===== config.mk =====
export PLATFORM = sky130hd
export DESIGN_NAME = ddrim_core
export DESIGN_NICKNAME = d
export VERILOG_FILES = /design/src/ddrim_pkg.sv /design/src/ddrim_beat_order.sv /design/src/ddrim_core.sv
export SDC_FILE = /design/constraint.sdc
export NUM_CORES = 1
export LEC_CHECK = 0
export BUFFER_PORTS_ARGS = -buffer_cell sky130_fd_sc_hd__clkbuf_2
export CAP_MARGIN = 20
export CORE_MARGIN = 4
export CORE_UTILIZATION = 23
export DETAILED_ROUTE_END_ITERATION = 6
export SYNTH_ARGS = -nofsm -noshare
export SYNTH_HDL_FRONTEND = slang
export SYNTH_HIERARCHICAL = 1
export SYNTH_SLANG_ARGS = --single-unit

===== constraint.sdc =====
create_clock -name clk_in -period 4.85 [get_ports clk_in]
set_input_delay 0.2425 -clock clk_in [delete_from_list [all_inputs] [get_ports clk_in]]
set_output_delay 0.2425 -clock clk_in [all_outputs]
set_load 0.05 [all_outputs]

===== src/ddrim_pkg.sv =====
package ddrim_pkg;

  localparam int ADDR_W       = 13;
  localparam int BA_W         = 3;
  localparam int COL_W        = 3;
  localparam int MR_COUNT     = 4;
  localparam int BURST_BEATS  = 8;
  localparam int CHOP_BEATS   = 4;

  localparam logic [1:0] MR0_IDX = 2'h0;
  localparam logic [1:0] MR1_IDX = 2'h1;
  localparam logic [1:0] MR2_IDX = 2'h2;
  localparam logic [1:0] MR3_IDX = 2'h3;

  localparam int BL_LSB       = 0;
  localparam int BL_MSB       = 1;
  localparam int BT_BIT       = 3;
  localparam int DLL_RST_BIT  = 8;
  localparam int OTF_ADDR_BIT = 12;
  localparam int DLL_DIS_BIT  = 0;
  localparam int RTT_BIT_LO   = 2;
  localparam int RTT_BIT_MID  = 6;
  localparam int RTT_BIT_HI   = 9;
  localparam int BA_HI_BIT    = 2;

  localparam logic [1:0] BL_FIXED8 = 2'h0;
  localparam logic [1:0] BL_OTF    = 2'h1;
  localparam logic [1:0] BL_FIXED4 = 2'h2;

  localparam logic [ADDR_W-1:0] MR_RESET   = 13'h0000;
  localparam logic [COL_W-1:0]  BEAT_FIRST = 3'h0;
  localparam logic [COL_W-1:0]  BEAT_LAST  = 3'h7;
  localparam logic [MR_COUNT-1:0] MR_NONE  = 4'h0;

  typedef struct packed {
    logic              cke;
    logic              odt;
    logic              cs_n;
    logic              ras_n;
    logic              cas_n;
    logic              we_n;
    logic [BA_W-1:0]   ba;
    logic [ADDR_W-1:0] addr;
  } ddrim_pins_t;

  typedef struct packed {
    logic             valid;
    logic             write;
    logic [COL_W-1:0] col;
  } ddrim_beat_t;

  localparam ddrim_pins_t PINS_IDLE = '{cke: 1'b0, odt: 1'b0, cs_n: 1'b1, ras_n: 1'b1,
                                        cas_n: 1'b1, we_n: 1'b1, ba: 3'h0, addr: 13'h0000};
  localparam ddrim_beat_t BEAT_IDLE = '{valid: 1'b0, write: 1'b0, col: 3'h0};

endpackage


===== src/ddrim_beat_order.sv =====
`timescale 1ns/100ps
module ddrim_beat_order
  import ddrim_pkg::*;
#(
  parameter int COL_W_P = COL_W
)
(
  // Burst setup.
  input  wire logic [COL_W_P-1:0] start_in,
  input  wire logic               interleave_in,
  input  wire logic               write_in,
  input  wire logic               chop_in,
  // Beat index and resulting column.
  input  wire logic [COL_W_P-1:0] beat_in,
  output logic      [COL_W_P-1:0] col_out
);

  generate
    if (COL_W_P != 3)
    begin : g_bad_width
      $error("Burst ordering serves three column bits only.");
    end
  endgenerate

  logic [1:0] low_sum;

  assign low_sum = 2'(start_in[1:0] + beat_in[1:0]);

  always_comb
  begin
    if (write_in)
    begin
      if (chop_in)
        col_out = {start_in[2], beat_in[1:0]};
      else
        col_out = beat_in;
    end
    else if (interleave_in)
      col_out = start_in ^ beat_in;
    else
      col_out = {start_in[2] ^ beat_in[2], low_sum};
  end

endmodule // ddrim_beat_order


===== src/ddrim_core.sv =====
`timescale 1ns/100ps
module ddrim_core
  import ddrim_pkg::*;
(
  // Clock, reset and enable.
  input  wire logic        clk_in,
  input  wire logic        sys_rst_in,
  input  wire logic        clk_en_in,
  // Memory pins from the controller.
  input  wire logic        mem_rst_n_in,
  input  wire logic        ck_in,
  input  wire ddrim_pins_t pins_in,
  // Termination and data path.
  output logic             rtt_en_out,
  output logic             dq_oe_out,
  output ddrim_beat_t      beat_out,
  // Mode state.
  output logic [ADDR_W-1:0] burst_latency_mode_reg_out,
  output logic             mr_valid_out,
  output logic             dll_en_out,
  output logic             dll_rst_out
);

  typedef enum logic {BST_IDLE, BST_RUN} ddrim_bst_t;

  ////////////////////////////////////////////////////////////////////////////////
  // Pin synchronisers.

  logic        ck_s1;
  logic        ck_s2;
  logic        ck_prev;
  logic        rst_s1;
  logic        rst_s2;
  ddrim_pins_t pins_s1;
  ddrim_pins_t pins_s2;

  always_ff @(posedge clk_in)
  begin
    if (sys_rst_in)
    begin
      ck_s1   <= 1'b0;
      ck_s2   <= 1'b0;
      ck_prev <= 1'b0;
      rst_s1  <= 1'b0;
      rst_s2  <= 1'b0;
      pins_s1 <= PINS_IDLE;
      pins_s2 <= PINS_IDLE;
    end
    else if (clk_en_in)
    begin
      ck_s1   <= ck_in;
      ck_s2   <= ck_s1;
      ck_prev <= ck_s2;
      rst_s1  <= mem_rst_n_in;
      rst_s2  <= rst_s1;
      pins_s1 <= pins_in;
      pins_s2 <= pins_s1;
    end
  end

  ////////////////////////////////////////////////////////////////////////////////
  // Command decode on each rising edge of the link clock.

  logic       ck_edge;
  logic       cmd_sel;
  logic       cke_seen;
  logic       is_mrs;
  logic       is_rd;
  logic       is_wr;
  logic [1:0] mr_idx;

  assign ck_edge = ck_s2 & ~ck_prev;
  assign cmd_sel = ck_edge & rst_s2 & cke_seen & ~pins_s2.cs_n;
  assign is_mrs  = cmd_sel & ~pins_s2.ras_n & ~pins_s2.cas_n & ~pins_s2.we_n & ~pins_s2.ba[BA_HI_BIT];
  assign is_rd   = cmd_sel & pins_s2.ras_n & ~pins_s2.cas_n & pins_s2.we_n;
  assign is_wr   = cmd_sel & pins_s2.ras_n & ~pins_s2.cas_n & ~pins_s2.we_n;
  assign mr_idx  = pins_s2.ba[1:0];

  // Termination stays off until CKE is registered high after reset.
  always_ff @(posedge clk_in)
  begin
    if (sys_rst_in)
      cke_seen <= 1'b0;
    else if (clk_en_in)
    begin
      if (!rst_s2)
        cke_seen <= 1'b0;
      else if (ck_edge && pins_s2.cke)
        cke_seen <= 1'b1;
    end
  end

  ////////////////////////////////////////////////////////////////////////////////
  // Mode registers.

  logic [ADDR_W-1:0]   mode_reg [MR_COUNT];
  logic [MR_COUNT-1:0] mr_written;
  logic [ADDR_W-1:0]   mrs_data;

  always_comb
  begin
    mrs_data = pins_s2.addr;
    if (mr_idx == MR0_IDX)
      mrs_data[DLL_RST_BIT] = 1'b0;
  end

  // Writing a mode register also sets mr_written; MR1 writes update dll_en_out and MR0 writes can pulse dll_rst_out.
  always_ff @(posedge clk_in)
  begin
    if (sys_rst_in)
    begin
      for (int i = 0; i < MR_COUNT; i++)
        mode_reg[i] <= MR_RESET;
      mr_written <= MR_NONE;
    end
    else if (clk_en_in)
    begin
      if (!rst_s2)
        mr_written <= MR_NONE;
      else if (is_mrs)
      begin
        mode_reg[mr_idx]   <= mrs_data;
        mr_written[mr_idx] <= 1'b1;
      end
    end
  end

  always_ff @(posedge clk_in)
  begin
    if (sys_rst_in)
    begin
      dll_rst_out <= 1'b0;
      dll_en_out  <= 1'b0;
    end
    else if (clk_en_in)
    begin
      dll_rst_out <= is_mrs && mr_idx == MR0_IDX && pins_s2.addr[DLL_RST_BIT];
      if (!rst_s2)
        dll_en_out <= 1'b0;
      else if (is_mrs && mr_idx == MR1_IDX)
        dll_en_out <= ~pins_s2.addr[DLL_DIS_BIT];
    end
  end

  always_ff @(posedge clk_in)
  begin
    if (sys_rst_in)
    begin
      mr_valid_out               <= 1'b0;
      burst_latency_mode_reg_out <= MR_RESET;
    end
    else if (clk_en_in)
    begin
      mr_valid_out               <= &mr_written;
      burst_latency_mode_reg_out <= mode_reg[MR0_IDX];
    end
  end

  ////////////////////////////////////////////////////////////////////////////////
  // On-die termination.

  logic rtt_nom_on;

  assign rtt_nom_on = mode_reg[MR1_IDX][RTT_BIT_LO] | mode_reg[MR1_IDX][RTT_BIT_MID] |
                      mode_reg[MR1_IDX][RTT_BIT_HI];

  always_ff @(posedge clk_in)
  begin
    if (sys_rst_in)
      rtt_en_out <= 1'b0;
    else if (clk_en_in)
      rtt_en_out <= rst_s2 & cke_seen & pins_s2.odt & rtt_nom_on;
  end

  ////////////////////////////////////////////////////////////////////////////////
  // Burst engine.

  ddrim_bst_t       bst_state;
  logic [COL_W-1:0] beat_cnt;
  logic [COL_W-1:0] start_col;
  logic             bst_ilv;
  logic             bst_wr;
  logic             bst_chop;
  logic             next_chop;
  logic             accept;
  logic [COL_W-1:0] order_col;

  assign accept = (is_rd | is_wr) & (bst_state == BST_IDLE);

  always_comb
  begin
    case (mode_reg[MR0_IDX][BL_MSB:BL_LSB])
      BL_FIXED4: next_chop = 1'b1;
      BL_OTF:    next_chop = ~pins_s2.addr[OTF_ADDR_BIT];
      default:   next_chop = 1'b0;
    endcase
  end

  always_ff @(posedge clk_in)
  begin
    if (sys_rst_in)
    begin
      bst_state <= BST_IDLE;
      beat_cnt  <= BEAT_FIRST;
      start_col <= BEAT_FIRST;
      bst_ilv   <= 1'b0;
      bst_wr    <= 1'b0;
      bst_chop  <= 1'b0;
    end
    else if (clk_en_in)
    begin
      if (!rst_s2)
        bst_state <= BST_IDLE;
      else
      begin
        case (bst_state)
          BST_IDLE:
          begin
            if (accept)
            begin
              bst_state <= BST_RUN;
              beat_cnt  <= BEAT_FIRST;
              start_col <= pins_s2.addr[COL_W-1:0];
              bst_ilv   <= mode_reg[MR0_IDX][BT_BIT];
              bst_wr    <= is_wr;
              bst_chop  <= next_chop;
            end
          end
          BST_RUN:
          begin
            beat_cnt <= 3'(beat_cnt + 3'h1);
            if (beat_cnt == BEAT_LAST)
              bst_state <= BST_IDLE;
          end
          default:
            bst_state <= BST_IDLE;
        endcase
      end
    end
  end

  ddrim_beat_order #(
    .COL_W_P       (COL_W)
  ) u_order (
    .start_in      (start_col),
    .interleave_in (bst_ilv),
    .write_in      (bst_wr),
    .chop_in       (bst_chop),
    .beat_in       (beat_cnt),
    .col_out       (order_col)
  );

  logic run_now;
  logic slot_used;

  assign run_now   = (bst_state == BST_RUN);
  assign slot_used = ~bst_chop | ~beat_cnt[2];

  always_ff @(posedge clk_in)
  begin
    if (sys_rst_in)
    begin
      beat_out  <= BEAT_IDLE;
      dq_oe_out <= 1'b0;
    end
    else if (clk_en_in)
    begin
      beat_out.valid <= run_now & slot_used;
      beat_out.write <= bst_wr;
      beat_out.col   <= order_col;
      dq_oe_out      <= run_now & ~bst_wr & slot_used;
    end
  end
endmodule // ddrim_core


==> metrics.yaml, run 1 <==
status: "finished clean"
fin_nets: 450
synth_area_leaders: "dfxtp_1 (42%), mux2i_1 (18%), edfxtp_1 (12%)"
wl_per_cell_um: 13.58
design.die.area_um2: 20140
ctsResizeCount: 0
ys.warnings.count: 6
rows: 48
htreeDepth: 3
worst_pin_slew_ns: 0.8676
synth-edff-count: 16
critPathKind: "flip-flop to flip-flop"
cp.depth: 2
required_ns: 4.81
p_leak_uw: 0.002056
ys_types: 48
crit_family: "flip-flops"
io_pins: 50
synthCells: 379
clockPowerShare: 0.423
p_seq_frac: 0.507
area_growth_syn_to_layout_pct: 18.47
yosysTopAreaCellShare: 0.4222
cts_buffers: 9
power_frac_comb: 0.070
p_int_uw: 1402
ctsHoldBuffers: 0
grt_setup_unrepaired: "no"
grt_overflow: 0
wl_um: 8800
root_buffer: "clkbuf_16"
fillers: 1834
postCtsSetupRepairBufs: 0
crit_chain: "and4bb_4, a41o_1"
drt_pass1_iterations: 5
grt_pass1_wl_um: 14660
diodes: 0
startpoint: "rst_s2$_SDFFE_PP0P_"
grtUsageTotal: 0.08949
portBuffers: 49
core_area_um2: 17420
max_stage_delay_ns: 0.57
start_util: 0.2369
seq_area_frac_synth: 0.5387
largest_register_ffs: 22
powerDensity_nw_per_um2: 370.7
sw_frac_of_total: 0.2260
r2r_cells: 2
fin_crit_ns: 1.877
yosysMostFrequentCell: "dfxtp_1"
slowest_stage: "dfxtp_1"
synth_nets: 411
synth_top_cells_by_count: "dfxtp_1 (87), mux2i_1 (75), nor2_1 (65), nand2_1 (22), edfxtp_1 (16)"
grt_pass1_vias: 2802
start_kind: "flip-flop"
avgSynthCellArea_um2: 10.88
synth_seq_cells: 103
drc: 0
p_sw_uw: 409.4
synth_largest_area_cell: "dfxtp_1"
fin_crit_sh: 0.3871
syn_area_um2: 4125
fmax_mhz: 532.7
grt_max_degree: 87
async_reset_ff_frac: 0
place_congestion: 0.7967
finalSetupTns_ns: 0
rr_endpoint: "mode_reg[0][8]$_SDFFCE_PN0P_"
viasPerCell: 4.270
endpoint: "mode_reg[0][8]$_SDFFCE_PN0P_"
vias: 2767
final_core_util: 0.2806
ir_drop_mv: 0.2080
worstPathMaxFanout: 13
hold_path_class: "input pin to flip-flop"
fin_skew_ns: 0.01227
cp_num_buf_inv: 0
antenna_left: 0
clk_pin_slew_worst_paths_ns: 0.07
slew_violations: 0
die_x_um: 141.9
clock_path_buffers: 2
clock_latency_ns: 0.33
cts_tree: "built"
dp_hpwl_um: 6133
slew_headroom: 0.4216
setup_viol: 0
crit_path_end_kind: "flip-flop"
maxCapViolations: 0
die_height_um: 141.9
clock_sinks: 103
synth-main-ff-cell: "dfxtp_1"
arrival_ns: 1.84
finalHoldViolCount: 0
antenna_found_initial: 0
layout-drive-gt1-share: 0.1820
drt_iter0_markers: 204
r2r_start: "rst_s2$_SDFFE_PP0P_"
r2r_setup_slack_ns: 2.97
==> tightest hold or removal path: stages <==
cell	delay (ns)
clkbuf_2	0.08
mux2i_1	0.05
nand2_1	0.06
==> per-stage QoR <==
stage / power [uW] / instance area [um2] / cells / hold WS (ns) / setup WS (ns)
after floorplan: 1028 / 4125 / 379 / 0.3709 / 3.277
after global placement: 1062 / 4567 / 632 / 0.4417 / 2.726
after detailed placement: 1065 / 4567 / 632 / 0.4463 / 2.667
after CTS: 1838 / 4887 / 648 / 0.1217 / 2.973
after global routing: 1889 / 4887 / 648 / 0.1144 / 2.859
final: 1812 / 4887 / 648 / 0.1262 / 2.973
==> layout make-up <==
type	count	area, um2	share of cell area
clock buffers	10	229.0	0.04685
clock inverters	6	91.34	0.01869
inverters	8	30.03	0.006144
multi-input cells	245	1770	0.3623
flip-flops and latches	103	2222	0.4547
well taps	225	281.5	0.05760
repair buffers	51	262.8	0.05376
==> cells in the final DEF (no fill, tap or decap), types with 2 or more instances in the layout <==
cell type / n
dfxtp_1: 87
mux2i_1: 75
nor2_1: 65
clkbuf_2: 47
nand2_1: 22
edfxtp_1: 16
nor2b_1: 11
a21oi_1: 9
clkbuf_16: 9
nor4b_1: 8
inv_1: 7
o21ai_0: 5
ha_1: 5
nor4_1: 3
nand4_1: 3
a22oi_1: 3
nand3b_1: 3
nor3_1: 3
buf_4: 3
and4_1: 2
a41oi_1: 2
or3_1: 2
inv_6: 2
bufinv_16: 2
==> power groups by stage <==
stage,registers (uW),logic [uW],clock network [uW]
3_3_place_gp,938,124,0
6_report,919,126,767
5_1_grt,923,140,827
2_1_floorplan,948,79.8,0
4_1_cts,919,128,791
3_5_place_dp,939,127,0
==> metal layers <==
metal  part of all wire  up-vias  global-route usage
met1               0.47     1311              0.1187
met2               0.45       49              0.1390
met5                  0        -                   0
met3              0.066        5             0.03438
met4             0.0074        0             0.01970
li1                   -     1402                   -
==> worst min path at each step <==
| stage | slack, ns | end | cells after the start | start |
|---|---|---|---|---|
| finish | 0.13 | pins_s1[19]$_SDFFE_PP1P_ | 3 | pins_in[19] |
| global route | 0.11 | pins_s1[17]$_SDFFE_PP1P_ | 3 | pins_in[17] |
| CTS | 0.12 | pins_s1[17]$_SDFFE_PP1P_ | 3 | pins_in[17] |
| detailed placement | 0.45 | mr_written[3]$_SDFFE_PP0P_ | 1 | mr_written[3]$_SDFFE_PP0P_ |
| global placement | 0.44 | mr_written[3]$_SDFFE_PP0P_ | 1 | mr_written[3]$_SDFFE_PP0P_ |
| floorplan | 0.37 | pins_s1[16]$_SDFFE_PP1P_ | 2 | pins_in[16] |
==> logic make-up after synthesis <==
family,after synthesis,share of synthesized area
xor gates and xnor gates,1,0.002124
other,1,0.0009090
DFF,103,0.5387
and+or+nand+nor,135,0.1820
buffers and inverters,31,0.03215
adders and majority gates,5,0.01517
AOI/OAI and AO/OA,26,0.04065
muxes,77,0.1884
No activity file was read; power rests on OpenSTA's default activity.
==> run 2: changes to the inputs <==
- ABC_AREA: not set -> 1
- clock period: 4.85 -> 1.9 ns (I/O delays scaled with it)
==> metrics.yaml, run 2 <==
ys.warnings.count: 6
grt_setup_unrepaired: "no"
antenna_found_initial: 0
yosysTopAreaCellShare: 0.4522
synth-main-ff-cell: "dfxtp_1"
maxCapViolations: 0
fillers: 1784
htreeDepth: 3
wl_per_cell_um: 11.35
drt_pass1_iterations: 4
crit_path_end_kind: "flip-flop"
critPathKind: "flip-flop to flip-flop"
finalSetupTns_ns: 0
design.die.area_um2: 18880
vias: 3112
ys_types: 24
grt_pass1_wl_um: 14540
r2r_setup_slack_ns: 0.35
setup_viol: 0
ir_drop_mv: 0.3919
cts_tree: "built"
synth_largest_area_cell: "dfxtp_1"
layout-drive-gt1-share: 0.1453
crit_chain: "nand2_1, nor3_4, nand3_1, nand2_1, buf_4"
drc: 0
holdWs_ns: -0.0001025
antenna_left: 0
ctsHoldBuffers: 22
r2r_start: "rst_s2$_SDFFE_PP0P_"
die_height_um: 137.4
wl_um: 8590
start_util: 0.2331
fin_cells: 757
arrival_ns: 1.58
required_ns: 1.94
hold_path_class: "input pin to flip-flop"
portBuffers: 49
finalHoldViolCount: 1
grt_max_degree: 56
path_common_cell: "nand2_1"
slew_violations: 0
viasPerCell: 4.111
grt_overflow: 0
dp_slack_ns: 0.3607
fmax_mhz: 645.9
place_congestion: 0.7757
seq_area_frac_synth: 0.5770
clk_pin_slew_worst_paths_ns: 0.07
slowest_stage: "dfxtp_1"
final_cell_mix: "nor2_1 (116), dfxtp_1 (87), o21ai_0 (68), clkbuf_2 (49), nand2_1 (48)"
total_power_uw: 4589
die_x_um: 137.4
fin_skew_ns: 0.009407
rows: 47
start_kind: "flip-flop"
synthCells: 469
hold_start: "pins_in[8]"
fin_nets: 565
syn_area_um2: 3851
postCtsSetupRepairBufs: 0
synth-edff-count: 16
async_reset_ff_frac: 0
rr_endpoint: "mode_reg[0][8]$_SDFFCE_PN0P_"
dp_hpwl_um: 5885
worstHoldPathCells: 3
largest_register_ffs: 22
p_leak_uw: 0.002025
worstPathMaxFanout: 13
powerDensity_nw_per_um2: 944.8
root_buffer: "clkbuf_16"
synth_nets: 501
placed_cells: 720
io_pins: 50
clock_path_buffers: 2
yosysMostFrequentCell: "nor2_1"
layout_commonest_cell: "nor2_1"
core_area_um2: 16520
ctsResizeCount: 0
cts_buffers: 9
violations: "negative hold slack"
synth_seq_cells: 103
area_growth_syn_to_layout_pct: 26.12
r2r_cells: 5
clock_latency_ns: 0.34
synth_area_leaders: "dfxtp_1 (45%), edfxtp_1 (12%), nor2_1 (11%)"
drt_iter0_markers: 168
max_stage_delay_ns: 0.38
avgSynthCellArea_um2: 8.212
clock_sinks: 103
grt_pass1_vias: 3046
diodes: 0
status: "finished, violations left"
hold_end: "pins_s1[8]$_SDFFE_PP0P_"
crit_family: "simple AND/OR/NAND/NOR gates"
synth_top_cells_by_count: "nor2_1 (116), dfxtp_1 (87), o21ai_0 (68), nand2_1 (48), a21oi_1 (36)"
cp_num_buf_inv: 1
finalWorstSetupSlack_ns: 0.3518
fin_crit_ns: 1.548
grtUsageTotal: 0.09668
fin_crit_sh: 0.8148
[run 2: layer usage]
| layer | wire length (um) | GRT usage | up-vias |
|---|---|---|---|
| met4 | 131 | 0.03492 | 0 |
| met3 | 387 | 0.02885 | 9 |
| met5 | 0 | 0 | - |
| li1 | - | - | 1655 |
| met1 | 4217 | 0.1280 | 1404 |
| met2 | 3854 | 0.1491 | 44 |
[run 2: tightest hold or removal path, stage by stage]
cell	delay, ns
clkbuf_2	0.09
nor2_1	0.04
nor2_1	0.08
[run 2: logic make-up after synthesis]
| group | synth area share |
|---|---|
| DFF | 0.5770 |
| and+or+nand+nor | 0.1988 |
| adders and majority gates | 0.01624 |
| other | 0.0009737 |
| xor gates and xnor gates | 0.002275 |
| AOI/OAI and AO/OA | 0.1430 |
| buffers and inverters | 0.06173 |
[run 2: report_power, final]
group          internal, uW  switching, uW
combinational           136            265
clock                  1060            767
sequential             2320           48.7
total                  3510           1080
[run 2: layout make-up]
type,instances,area [um2],area share
Multi-Input combinational cell,304,1391,0.2864
Clock inverter,4,52.55,0.01082
Sequential cell,103,2222,0.4575
Inverter,36,135.1,0.02782
Timing Repair Buffer,79,538.0,0.1108
Tap cell,220,275.3,0.05667
Clock buffer,11,242.7,0.04997
[run 2: how the worst max path moves through the flow]
stage,cells after the start,startpoint,end
final,5,rst_s2$_SDFFE_PP0P_,mode_reg[0][8]$_SDFFCE_PN0P_
after global routing,5,rst_s2$_SDFFE_PP0P_,mode_reg[0][8]$_SDFFCE_PN0P_
after CTS,5,rst_s2$_SDFFE_PP0P_,mode_reg[0][8]$_SDFFCE_PN0P_
after detailed placement,5,rst_s2$_SDFFE_PP0P_,mode_reg[0][5]$_SDFFCE_PN0P_
after global placement,5,rst_s2$_SDFFE_PP0P_,mode_reg[0][4]$_SDFFCE_PN0P_
after floorplan,4,rst_s2$_SDFFE_PP0P_,mode_reg[0][0]$_SDFFCE_PN0P_
[run 2: per-stage QoR]
step | util | cell area [um2]
after floorplan | - | 3851
after global placement | 0.2627 | 4342
after detailed placement | 0.2627 | 4342
after CTS | 0.2939 | 4857
after global routing | 0.2939 | 4857
final | 0.2939 | 4857
